### src/include/dpnc_regs.svh
// Register map, field positions and reset values of the correction core
`ifndef DPNC_REGS_SVH
`define DPNC_REGS_SVH

// ----------------------------------------
// Register byte offsets
// ----------------------------------------
`define DPNC_CTRL_OFS 12'h000
`define DPNC_SEL_OFS 12'h004
`define DPNC_CMD_OFS 12'h008
`define DPNC_STAT_OFS 12'h00C

// ----------------------------------------
// Field positions
// ----------------------------------------
`define DPNC_CTRL_DARK_EN 0
`define DPNC_CTRL_GAIN_EN 1
`define DPNC_SEL_DARK_LSB 0
`define DPNC_SEL_GAIN_LSB 8
`define DPNC_CMD_DGEN 0
`define DPNC_CMD_DSAVE 1
`define DPNC_CMD_DLOAD 2
`define DPNC_CMD_GGEN 3
`define DPNC_CMD_GSAVE 4
`define DPNC_CMD_GLOAD 5
`define DPNC_STAT_BUSY 0
`define DPNC_STAT_REFUSED 1
`define DPNC_STAT_WAIT 2
`define DPNC_STAT_DARK_NEW 3
`define DPNC_STAT_GAIN_NEW 4

// ----------------------------------------
// Reset values and table constants
// ----------------------------------------
`define DPNC_CTRL_RST 2'h0
`define DPNC_SEL_RST 2'h0
`define DPNC_DEPTH 16
`define DPNC_LAST_IDX 4'hF
`define DPNC_DEFAULT_SLOT 2'h0
`define DPNC_DARK_RST 8'h00
`define DPNC_GAIN_ONE 8'h40
`define DPNC_GAIN_MAX 8'hFF
`define DPNC_GAIN_TARGET 8'hAF

`endif

### src/include/dpnc_pkg.sv
// Types shared by the correction core and its table store
package dpnc_pkg;
  typedef logic [7:0] dpnc_pix_type;
  typedef logic [3:0] dpnc_idx_type;
  typedef logic [1:0] dpnc_slot_type;
  typedef enum logic [2:0] {
    DPNC_IDLE = 3'b000,
    DPNC_GEN_WAIT = 3'b001,
    DPNC_GEN_RUN = 3'b010,
    DPNC_SAVE = 3'b011,
    DPNC_LOAD = 3'b100
  } dpnc_state_type;
  typedef enum logic {
    DPNC_TBL_DARK = 1'b0,
    DPNC_TBL_GAIN = 1'b1
  } dpnc_tbl_type;
endpackage

### src/include/dpnc_nv_if.sv
// Link between the command sequencer and the slot store
`timescale 1ns/1ps
`default_nettype none
interface dpnc_nv_if;
  logic wr_en;
  dpnc_pkg::dpnc_tbl_type tbl;
  dpnc_pkg::dpnc_slot_type slot;
  dpnc_pkg::dpnc_idx_type idx;
  dpnc_pkg::dpnc_pix_type wdata;
  dpnc_pkg::dpnc_pix_type rdata;
  modport ctrl (
    output wr_en, tbl, slot, idx, wdata,
    input rdata
  );
  modport store (
    input wr_en, tbl, slot, idx, wdata,
    output rdata
  );
endinterface
`default_nettype wire

### src/core/dpnc_nv_store.sv
// Slot store: fixed default slot plus user slots kept over reset
`timescale 1ns/1ps
`default_nettype none
`include "dpnc_regs.svh"
module dpnc_nv_store (
  // Clock
  input wire logic ref_clk_in,
  // Sequencer side
  dpnc_nv_if.store nv
);
  import dpnc_pkg::*;

  // ----------------------------------------
  // Storage
  // ----------------------------------------
  dpnc_pix_type mem_r [0:127];
  logic [6:0] addr;
  logic [1:0] user_slot;

  // User slots 1..3 map onto rows 0..2
  assign user_slot = nv.slot - 2'h1;
  assign addr = {nv.tbl, user_slot, nv.idx};

  // One entry per flop group, never reset
  for (genvar g = 0; g < 128; g++) begin : g_mem
    always_ff @(posedge ref_clk_in) begin
      if (nv.wr_en && nv.slot != `DPNC_DEFAULT_SLOT &&
          addr == 7'(g)) begin
        mem_r[g] <= nv.wdata;
      end
    end
  end

  // Registered read, default slot is constant
  always_ff @(posedge ref_clk_in) begin
    if (nv.slot == `DPNC_DEFAULT_SLOT) begin
      nv.rdata <= (nv.tbl == DPNC_TBL_GAIN) ? `DPNC_GAIN_ONE
                                             : `DPNC_DARK_RST;
    end else begin
      nv.rdata <= mem_r[addr];
    end
  end
endmodule
`default_nettype wire

### src/core/dpnc_top.sv
// Dark offset and gain correction core with APB command registers
// Notes on behaviour
// - dark generate captures offsets from one frame
// - gain generate derives gains from one frame
// - generated table active at once, volatile
// - active tables reset; saved slots survive
// - dark save writes active table to slot
// - gain save writes active table to slot
// - save overwrites slot contents entirely
// - dark load copies slot into active table
// - gain load copies slot into active table
// - default slot loadable, save refused
// - user slots 1..3 save and load
`timescale 1ns/1ps
`default_nettype none
`include "dpnc_regs.svh"
module dpnc_top (
  // Clock and reset
  input wire logic ref_clk_in,
  input wire logic rst_n_in,
  // APB slave
  input wire logic psel_in,
  input wire logic penable_in,
  input wire logic pwrite_in,
  input wire logic [11:0] paddr_in,
  input wire logic [31:0] pwdata_in,
  output logic [31:0] prdata_out,
  output logic pready_out,
  output logic pslverr_out,
  // Raw pixel stream
  input wire logic pix_valid_in,
  input wire logic pix_sof_in,
  input wire logic pix_eof_in,
  input wire dpnc_pkg::dpnc_idx_type pix_idx_in,
  input wire dpnc_pkg::dpnc_pix_type pix_data_in,
  // Corrected pixel stream
  output logic pix_valid_out,
  output logic pix_sof_out,
  output logic pix_eof_out,
  output dpnc_pkg::dpnc_pix_type pix_data_out
);
  import dpnc_pkg::*;

  // ----------------------------------------
  // Declarations
  // ----------------------------------------
  logic wr_acc;
  logic rd_setup;
  logic hit;
  logic [1:0] ctrl_r;
  dpnc_slot_type dsel_r;
  dpnc_slot_type gsel_r;
  logic [5:0] cmd;
  logic busy;
  logic go_gen;
  logic go_save;
  logic go_load;
  logic bad;
  dpnc_tbl_type go_tbl;
  dpnc_state_type state_r;
  dpnc_tbl_type tbl_r;
  dpnc_slot_type slot_r;
  dpnc_idx_type idx_r;
  logic ld_vld_r;
  dpnc_tbl_type ld_tbl_r;
  dpnc_idx_type ld_idx_r;
  logic gen_we;
  logic gen_done;
  logic refused_r;
  logic dark_new_r;
  logic gain_new_r;
  dpnc_pix_type dark_r [0:`DPNC_DEPTH-1];
  dpnc_pix_type gain_r [0:`DPNC_DEPTH-1];
  dpnc_pix_type cur_dark;
  dpnc_pix_type raw_diff;
  logic [13:0] gain_num;
  logic [13:0] gain_quot;
  dpnc_pix_type gain_gen;
  dpnc_pix_type gen_val;
  logic s1_vld_r;
  logic s1_sof_r;
  logic s1_eof_r;
  dpnc_pix_type s1_diff_r;
  dpnc_pix_type s1_gain_r;
  logic [15:0] prod;
  logic [31:0] prdata_r;
  dpnc_nv_if nv_bus ();

  // ----------------------------------------
  // APB slave
  // ----------------------------------------
  // Access and setup phase qualifiers
  assign wr_acc = psel_in & penable_in & pwrite_in;
  assign rd_setup = psel_in & ~penable_in & ~pwrite_in;

  // Address decode
  always_comb begin
    case (paddr_in)
      `DPNC_CTRL_OFS: hit = 1'b1;
      `DPNC_SEL_OFS: hit = 1'b1;
      `DPNC_CMD_OFS: hit = 1'b1;
      `DPNC_STAT_OFS: hit = 1'b1;
      default: hit = 1'b0;
    endcase
  end

  // Zero wait states, error on unmapped
  assign pready_out = 1'b1;
  assign pslverr_out = psel_in & penable_in & ~hit;
  assign prdata_out = prdata_r;

  // Correction enables
  always_ff @(posedge ref_clk_in or negedge rst_n_in) begin
    if (!rst_n_in) begin
      ctrl_r <= `DPNC_CTRL_RST;
    end else if (wr_acc && paddr_in == `DPNC_CTRL_OFS) begin
      ctrl_r <= pwdata_in[1:0];
    end
  end

  // Slot selectors
  always_ff @(posedge ref_clk_in or negedge rst_n_in) begin
    if (!rst_n_in) begin
      dsel_r <= `DPNC_SEL_RST;
      gsel_r <= `DPNC_SEL_RST;
    end else if (wr_acc && paddr_in == `DPNC_SEL_OFS) begin
      dsel_r <= pwdata_in[`DPNC_SEL_DARK_LSB +: 2];
      gsel_r <= pwdata_in[`DPNC_SEL_GAIN_LSB +: 2];
    end
  end

  // Read data captured in the setup phase
  always_ff @(posedge ref_clk_in or negedge rst_n_in) begin
    if (!rst_n_in) begin
      prdata_r <= 32'h0000_0000;
    end else if (rd_setup) begin
      prdata_r <= 32'h0000_0000;
      case (paddr_in)
        `DPNC_CTRL_OFS: prdata_r[1:0] <= ctrl_r;
        `DPNC_SEL_OFS: begin
          prdata_r[`DPNC_SEL_DARK_LSB +: 2] <= dsel_r;
          prdata_r[`DPNC_SEL_GAIN_LSB +: 2] <= gsel_r;
        end
        `DPNC_STAT_OFS: begin
          prdata_r[`DPNC_STAT_BUSY] <= busy;
          prdata_r[`DPNC_STAT_REFUSED] <= refused_r;
          prdata_r[`DPNC_STAT_WAIT] <= (state_r != DPNC_IDLE) &&
            (state_r != DPNC_SAVE) && (state_r != DPNC_LOAD);
          prdata_r[`DPNC_STAT_DARK_NEW] <= dark_new_r;
          prdata_r[`DPNC_STAT_GAIN_NEW] <= gain_new_r;
        end
        default: prdata_r <= 32'h0000_0000;
      endcase
    end
  end

  // ----------------------------------------
  // Command decode
  // ----------------------------------------
  // Command bits act only in the write access cycle
  assign cmd = (wr_acc && paddr_in == `DPNC_CMD_OFS) ?
               pwdata_in[5:0] : 6'h00;
  assign busy = (state_r != DPNC_IDLE) | ld_vld_r;

  // Lowest set bit wins, busy or bad target refuses
  always_comb begin
    go_gen = 1'b0;
    go_save = 1'b0;
    go_load = 1'b0;
    go_tbl = DPNC_TBL_DARK;
    bad = 1'b0;
    if (|cmd) begin
      if (busy) begin
        bad = 1'b1;
      end else if (cmd[`DPNC_CMD_DGEN]) begin
        go_gen = 1'b1;
      end else if (cmd[`DPNC_CMD_DSAVE]) begin
        bad = (dsel_r == `DPNC_DEFAULT_SLOT);
        go_save = ~bad;
      end else if (cmd[`DPNC_CMD_DLOAD]) begin
        go_load = 1'b1;
      end else if (cmd[`DPNC_CMD_GGEN]) begin
        go_gen = 1'b1;
        go_tbl = DPNC_TBL_GAIN;
      end else if (cmd[`DPNC_CMD_GSAVE]) begin
        go_tbl = DPNC_TBL_GAIN;
        bad = (gsel_r == `DPNC_DEFAULT_SLOT);
        go_save = ~bad;
      end else begin
        go_tbl = DPNC_TBL_GAIN;
        go_load = 1'b1;
      end
    end
  end

  // ----------------------------------------
  // Command sequencer
  // ----------------------------------------
  // One command at a time
  always_ff @(posedge ref_clk_in or negedge rst_n_in) begin
    if (!rst_n_in) begin
      state_r <= DPNC_IDLE;
      tbl_r <= DPNC_TBL_DARK;
      slot_r <= `DPNC_DEFAULT_SLOT;
      idx_r <= 4'h0;
    end else begin
      case (state_r)
        DPNC_IDLE: begin
          idx_r <= 4'h0;
          tbl_r <= go_tbl;
          slot_r <= (go_tbl == DPNC_TBL_GAIN) ? gsel_r : dsel_r;
          if (go_gen) begin
            state_r <= DPNC_GEN_WAIT;
          end else if (go_save) begin
            state_r <= DPNC_SAVE;
          end else if (go_load) begin
            state_r <= DPNC_LOAD;
          end
        end
        DPNC_GEN_WAIT: begin
          if (pix_valid_in && pix_sof_in) begin
            state_r <= DPNC_GEN_RUN;
          end
        end
        DPNC_GEN_RUN: begin
          if (gen_done) begin
            state_r <= DPNC_IDLE;
          end
        end
        DPNC_SAVE, DPNC_LOAD: begin
          idx_r <= idx_r + 4'h1;
          if (idx_r == `DPNC_LAST_IDX) begin
            state_r <= DPNC_IDLE;
          end
        end
        default: state_r <= DPNC_IDLE;
      endcase
    end
  end

  // Load data returns one cycle after its address
  always_ff @(posedge ref_clk_in or negedge rst_n_in) begin
    if (!rst_n_in) begin
      ld_vld_r <= 1'b0;
      ld_tbl_r <= DPNC_TBL_DARK;
      ld_idx_r <= 4'h0;
    end else begin
      ld_vld_r <= (state_r == DPNC_LOAD);
      ld_tbl_r <= tbl_r;
      ld_idx_r <= idx_r;
    end
  end

  // Slot store walks the active table on save
  assign nv_bus.wr_en = (state_r == DPNC_SAVE);
  assign nv_bus.tbl = tbl_r;
  assign nv_bus.slot = slot_r;
  assign nv_bus.idx = idx_r;
  assign nv_bus.wdata = (tbl_r == DPNC_TBL_GAIN) ? gain_r[idx_r]
                                                  : dark_r[idx_r];

  dpnc_nv_store u_store (
    .ref_clk_in(ref_clk_in),
    .nv(nv_bus.store)
  );

  // ----------------------------------------
  // Table generation
  // ----------------------------------------
  // Capture window is exactly one frame
  assign gen_we = pix_valid_in &&
                  ((state_r == DPNC_GEN_WAIT && pix_sof_in) ||
                   state_r == DPNC_GEN_RUN);
  assign gen_done = (state_r == DPNC_GEN_RUN) &&
                    pix_valid_in && pix_eof_in;

  // Raw level above the present dark offset
  assign cur_dark = dark_r[pix_idx_in];
  assign raw_diff = (pix_data_in > cur_dark) ?
                    pix_data_in - cur_dark : 8'h00;

  // Gain brings the pixel to the target level
  assign gain_num = {`DPNC_GAIN_TARGET, 6'h00};
  assign gain_quot = gain_num / {6'h00, raw_diff};

  always_comb begin
    if (raw_diff == 8'h00 || |gain_quot[13:8]) begin
      gain_gen = `DPNC_GAIN_MAX;
    end else begin
      gain_gen = gain_quot[7:0];
    end
  end

  // Dark table takes the raw dark level
  assign gen_val = (tbl_r == DPNC_TBL_GAIN) ? gain_gen
                                             : pix_data_in;

  // ----------------------------------------
  // Active volatile tables
  // ----------------------------------------
  // Each entry from generate or load, neutral at reset
  for (genvar g = 0; g < `DPNC_DEPTH; g++) begin : g_ent
    always_ff @(posedge ref_clk_in or negedge rst_n_in) begin
      if (!rst_n_in) begin
        dark_r[g] <= `DPNC_DARK_RST;
        gain_r[g] <= `DPNC_GAIN_ONE;
      end else if (gen_we && pix_idx_in == 4'(g)) begin
        if (tbl_r == DPNC_TBL_GAIN) begin
          gain_r[g] <= gen_val;
        end else begin
          dark_r[g] <= gen_val;
        end
      end else if (ld_vld_r && ld_idx_r == 4'(g)) begin
        if (ld_tbl_r == DPNC_TBL_GAIN) begin
          gain_r[g] <= nv_bus.rdata;
        end else begin
          dark_r[g] <= nv_bus.rdata;
        end
      end
    end
  end

  // ----------------------------------------
  // Status flags
  // ----------------------------------------
  // Refusal is sticky, write one clears, set wins
  always_ff @(posedge ref_clk_in or negedge rst_n_in) begin
    if (!rst_n_in) begin
      refused_r <= 1'b0;
    end else if (bad) begin
      refused_r <= 1'b1;
    end else if (wr_acc && paddr_in == `DPNC_STAT_OFS &&
                 pwdata_in[`DPNC_STAT_REFUSED]) begin
      refused_r <= 1'b0;
    end
  end

  // Unsaved generated table markers
  always_ff @(posedge ref_clk_in or negedge rst_n_in) begin
    if (!rst_n_in) begin
      dark_new_r <= 1'b0;
      gain_new_r <= 1'b0;
    end else begin
      if (gen_done && tbl_r == DPNC_TBL_DARK) begin
        dark_new_r <= 1'b1;
      end else if ((go_save || go_load) && go_tbl == DPNC_TBL_DARK) begin
        dark_new_r <= 1'b0;
      end
      if (gen_done && tbl_r == DPNC_TBL_GAIN) begin
        gain_new_r <= 1'b1;
      end else if ((go_save || go_load) && go_tbl == DPNC_TBL_GAIN) begin
        gain_new_r <= 1'b0;
      end
    end
  end

  // ----------------------------------------
  // Correction pipeline
  // ----------------------------------------
  // Stage one: offset removal and gain lookup
  always_ff @(posedge ref_clk_in or negedge rst_n_in) begin
    if (!rst_n_in) begin
      s1_vld_r <= 1'b0;
      s1_sof_r <= 1'b0;
      s1_eof_r <= 1'b0;
      s1_diff_r <= 8'h00;
      s1_gain_r <= `DPNC_GAIN_ONE;
    end else begin
      s1_vld_r <= pix_valid_in;
      s1_sof_r <= pix_valid_in & pix_sof_in;
      s1_eof_r <= pix_valid_in & pix_eof_in;
      s1_diff_r <= ctrl_r[`DPNC_CTRL_DARK_EN] ?
                   raw_diff : pix_data_in;
      s1_gain_r <= ctrl_r[`DPNC_CTRL_GAIN_EN] ?
                   gain_r[pix_idx_in] : `DPNC_GAIN_ONE;
    end
  end

  // Gain has six fraction bits
  assign prod = s1_diff_r * s1_gain_r;

  // Stage two: scale and clamp to pixel range
  always_ff @(posedge ref_clk_in or negedge rst_n_in) begin
    if (!rst_n_in) begin
      pix_valid_out <= 1'b0;
      pix_sof_out <= 1'b0;
      pix_eof_out <= 1'b0;
      pix_data_out <= 8'h00;
    end else begin
      pix_valid_out <= s1_vld_r;
      pix_sof_out <= s1_sof_r;
      pix_eof_out <= s1_eof_r;
      if (|prod[15:14]) begin
        pix_data_out <= 8'hFF;
      end else begin
        pix_data_out <= prod[13:6];
      end
    end
  end
endmodule
`default_nettype wire

### config.mk
export PLATFORM = sky130hd
export DESIGN_NAME = dpnc_top
export DESIGN_NICKNAME = d
export VERILOG_FILES = /design/src/include/dpnc_pkg.sv /design/src/include/dpnc_nv_if.sv /design/src/core/dpnc_nv_store.sv /design/src/core/dpnc_top.sv
export VERILOG_INCLUDE_DIRS = /design/src /design/src/include
export SDC_FILE = /design/constraint.sdc
export NUM_CORES = 2
export LEC_CHECK = 0
export BUFFER_PORTS_ARGS = -buffer_cell sky130_fd_sc_hd__buf_2
export CORE_AREA = 2 2 349 351
export DETAILED_ROUTE_END_ITERATION = 12
export DIE_AREA = 0 0 351 353
export PLACE_DENSITY = 0.77
export SYNTH_ARGS = -nofsm -noshare
export SYNTH_HDL_FRONTEND = slang
export SYNTH_HIERARCHICAL = 1
export SYNTH_SLANG_ARGS = --single-unit
### constraint.sdc
create_clock -name ref_clk_in -period 29.2 [get_ports ref_clk_in]
set_clock_uncertainty 0.15 [all_clocks]
set_input_delay 7.3 -clock ref_clk_in [delete_from_list [all_inputs] [get_ports ref_clk_in]]
set_output_delay 7.3 -clock ref_clk_in [all_outputs]
set_load 0.03 [all_outputs]
==> flow_metrics.tcl <==
set metrics [dict create \
    final-setup-viol-count 16 \
    drt_iter0_markers 5996 \
    io_buffers 58 \
    cts_buffers 138 \
    first_pass_iters 6 \
    synthTopCellsByCount "edfxtp_1, nand2_1, mux4_2" \
    tightest_slew_ns 1.39 \
    endpoint_kind "register" \
    cts_tree "done" \
    max_stage_delay_ns 0.57 \
    clock_path_buffers 3 \
    clock_sinks 1350 \
    drc 0 \
    nets 5222 \
    timing.final.crit_share_pct 104 \
    grtUsageTotal_pct 29.9 \
    synth-edff-count 1024 \
    grt_pass1_wl_um 275000 \
    avgSynthCellArea_um2 14.7 \
    hold_buffers 0 \
    wl_per_cell_um 27.8 \
    finalCriticalPeriod_ns 30.32 \
    viasPerCell 6.54 \
    fin_cells 6740 \
    synth.largest_area_cell "edfxtp_1" \
    drive_gt1_share_pct 32.9 \
    final.setup.worst_slack_ns -1.12 \
    critPathArrivalTime_ns 30.80 \
    clk_transition_reported_paths_ns 0.06 \
    grt_util_met3_pct 6.42 \
    use_met2_pct 46.8 \
    dieArea_um2 124000 \
    yosys_warnings 6 \
    crit_path_top_delay_cell "or4b_4" \
    grt_pass1_vias 43900 \
    vias 44100 \
    io_pins 109 \
    die_y_um 353 \
    busiest_layer "met2" \
    netlist_area_um2 65600 \
    ant_nets 0 \
    slew-limit-headroom_pct 6.46 \
    failed_checks "setup timing" \
    final_hold_viol_count 0 \
    ys.flop_type "edfxtp_1" \
    grt_antenna_before_repair 5 \
    rows 128 \
    hold_ws_ns 0.199 \
    gp_congestion 0.933 \
    ys_top_cells_by_area "edfxtp_1, dfrtp_1, mux4_2" \
    dpl.cell_count 6359 \
    synthArstFlopShare_pct 23.6 \
    finalMaxSlewViolations 0 \
    critPathLaunchType "input port" \
    synth-seq-area-share_pct 59.3 \
    overflow 0 \
    grt_max_degree 162 \
    cts_root_buf "clkbuf_16" \
    cts_max_level 4 \
    core_area_um2 121000 \
    synth.most_common_cell "edfxtp_1" \
    initial_utilization_pct 54.4 \
    hpwl_um 116000 \
    hp-class "reg2reg" \
    syn_inst 4468 \
    area_growth_pct 17.8 \
    synth_top_cell_area_share_pct 46.9 \
    cp_common_cell "a21o_1" \
    fmax_ghz 0.0330 \
    crit_type "in2reg" \
    critPathRequiredTime_ns 29.68 \
    fin_tns_setup_ns -17.40 \
    critPathMaxFanout 8 \
    clk_latency_ns 0.77 \
    ys_seq_elements 1350 \
    dieWidth_um 351 \
    rsz0062_at_grt "true" \
    status "complete, but fails checks" \
    synth_cell_types 109 \
    grt_util_met1_pct 39.4 \
    maxCapViolCount 0 \
    routed_wl_um 187000 \
    fin_util_pct 64.1 \
]
## kinds of logic after synthesis
| group | after synthesis | synth area share (%) |
|---|---|---|
| DFF | 1350 | 59.3 |
| adders and majority gates | 151 | 3.29 |
| buffers and inverters | 364 | 2.72 |
| xor gates and xnor gates | 50 | 0.667 |
| and+or+nand+nor | 994 | 7.13 |
| muxes | 828 | 19.6 |
| AOI/OAI and AO/OA | 729 | 7.32 |
| other | 2 | 0.0114 |
## worst max-delay path: cells and delay by family
kind                       cells  cell delay [ns]
muxes                          6             2.36
and+or+nand+nor               32             5.94
adders and majority gates     15             3.95
buffers and inverters         11             1.59
AOI/OAI and AO/OA             61             9.49
## layer usage
| metal | up-vias | wire, um |
|---|---|---|
| li1 | 18500 | - |
| met1 | 22200 | 67800 |
| met2 | 2818 | 87800 |
| met3 | 620 | 20400 |
| met4 | 4 | 11100 |
| met5 | - | 13 |
## cell usage in the layout, fill, tap and decap left out, drive strengths merged, types with 69 or more instances in the layout
cell,n
edfxtp,1024
buf,643
nand2,349
mux4,337
dfrtp,301
nor2,292
mux2,265
o21ai,256
mux2i,226
clkbuf,177
ha,115
a21oi,109
inv,99
and2,69
## flip-flops by register name (all words and copies together) (netlist names), 3 cells and up
signal            cells
dark_r              128
gain_r              128
idx_r                 4
ld_idx_r              4
pix_data_out          8
prdata_out            7
s1_diff_r             8
s1_gain_r             8
state_r               3
u_store/mem_r      1024
u_store/nv.rdata      8
## layout make-up
class,instances,area (um2)
multi-input combinational,2779,26400
fill,8249,43300
inverter,94,353
antenna,1,2.50
sequential,1350,38900
tap,1625,2030
timing repair buffer,644,5060
clock buffer,176,3700
clock inverter,71,803
## what timing repair did
action | in CTS | in global routing
hold endpoints to repair | 0 | 0
gates cloned | 2 | 1
endpoints found under the setup margin | 48 | 48
pin swaps | 55 | 77
resized for setup | 79 | 141
buffers inserted | 101 | 31
## worst paths after layout
path	startpoint	to	slack (ns)	depth (start not counted)
setup reg to reg	dark_r[16]	gain_r[24]	5.26	123
setup / recovery	pix_idx_in[0]	gain_r[24]	-1.12	125
min in group asynchronous	rst_n_in	refused_r	6.40	1
max in group asynchronous	rst_n_in	dark_r[1]	21.01	2
hold / removal	s1_vld_r	pix_valid_out	0.20	0
hold reg to reg	s1_vld_r	pix_valid_out	0.20	0
## per-stage QoR
step / worst slack (ns) / area, um2
finish: -1.12 / 77300
global placement: -2.29 / 70700
detailed placement: -2.63 / 70700
floorplan: -1.60 / 66300
global route: -1.94 / 77300
CTS: -0.666 / 76300
Power is left out: the tool's default activity adds up to more than one toggle a clock period on the data nets, which glitch-free logic cannot reach.
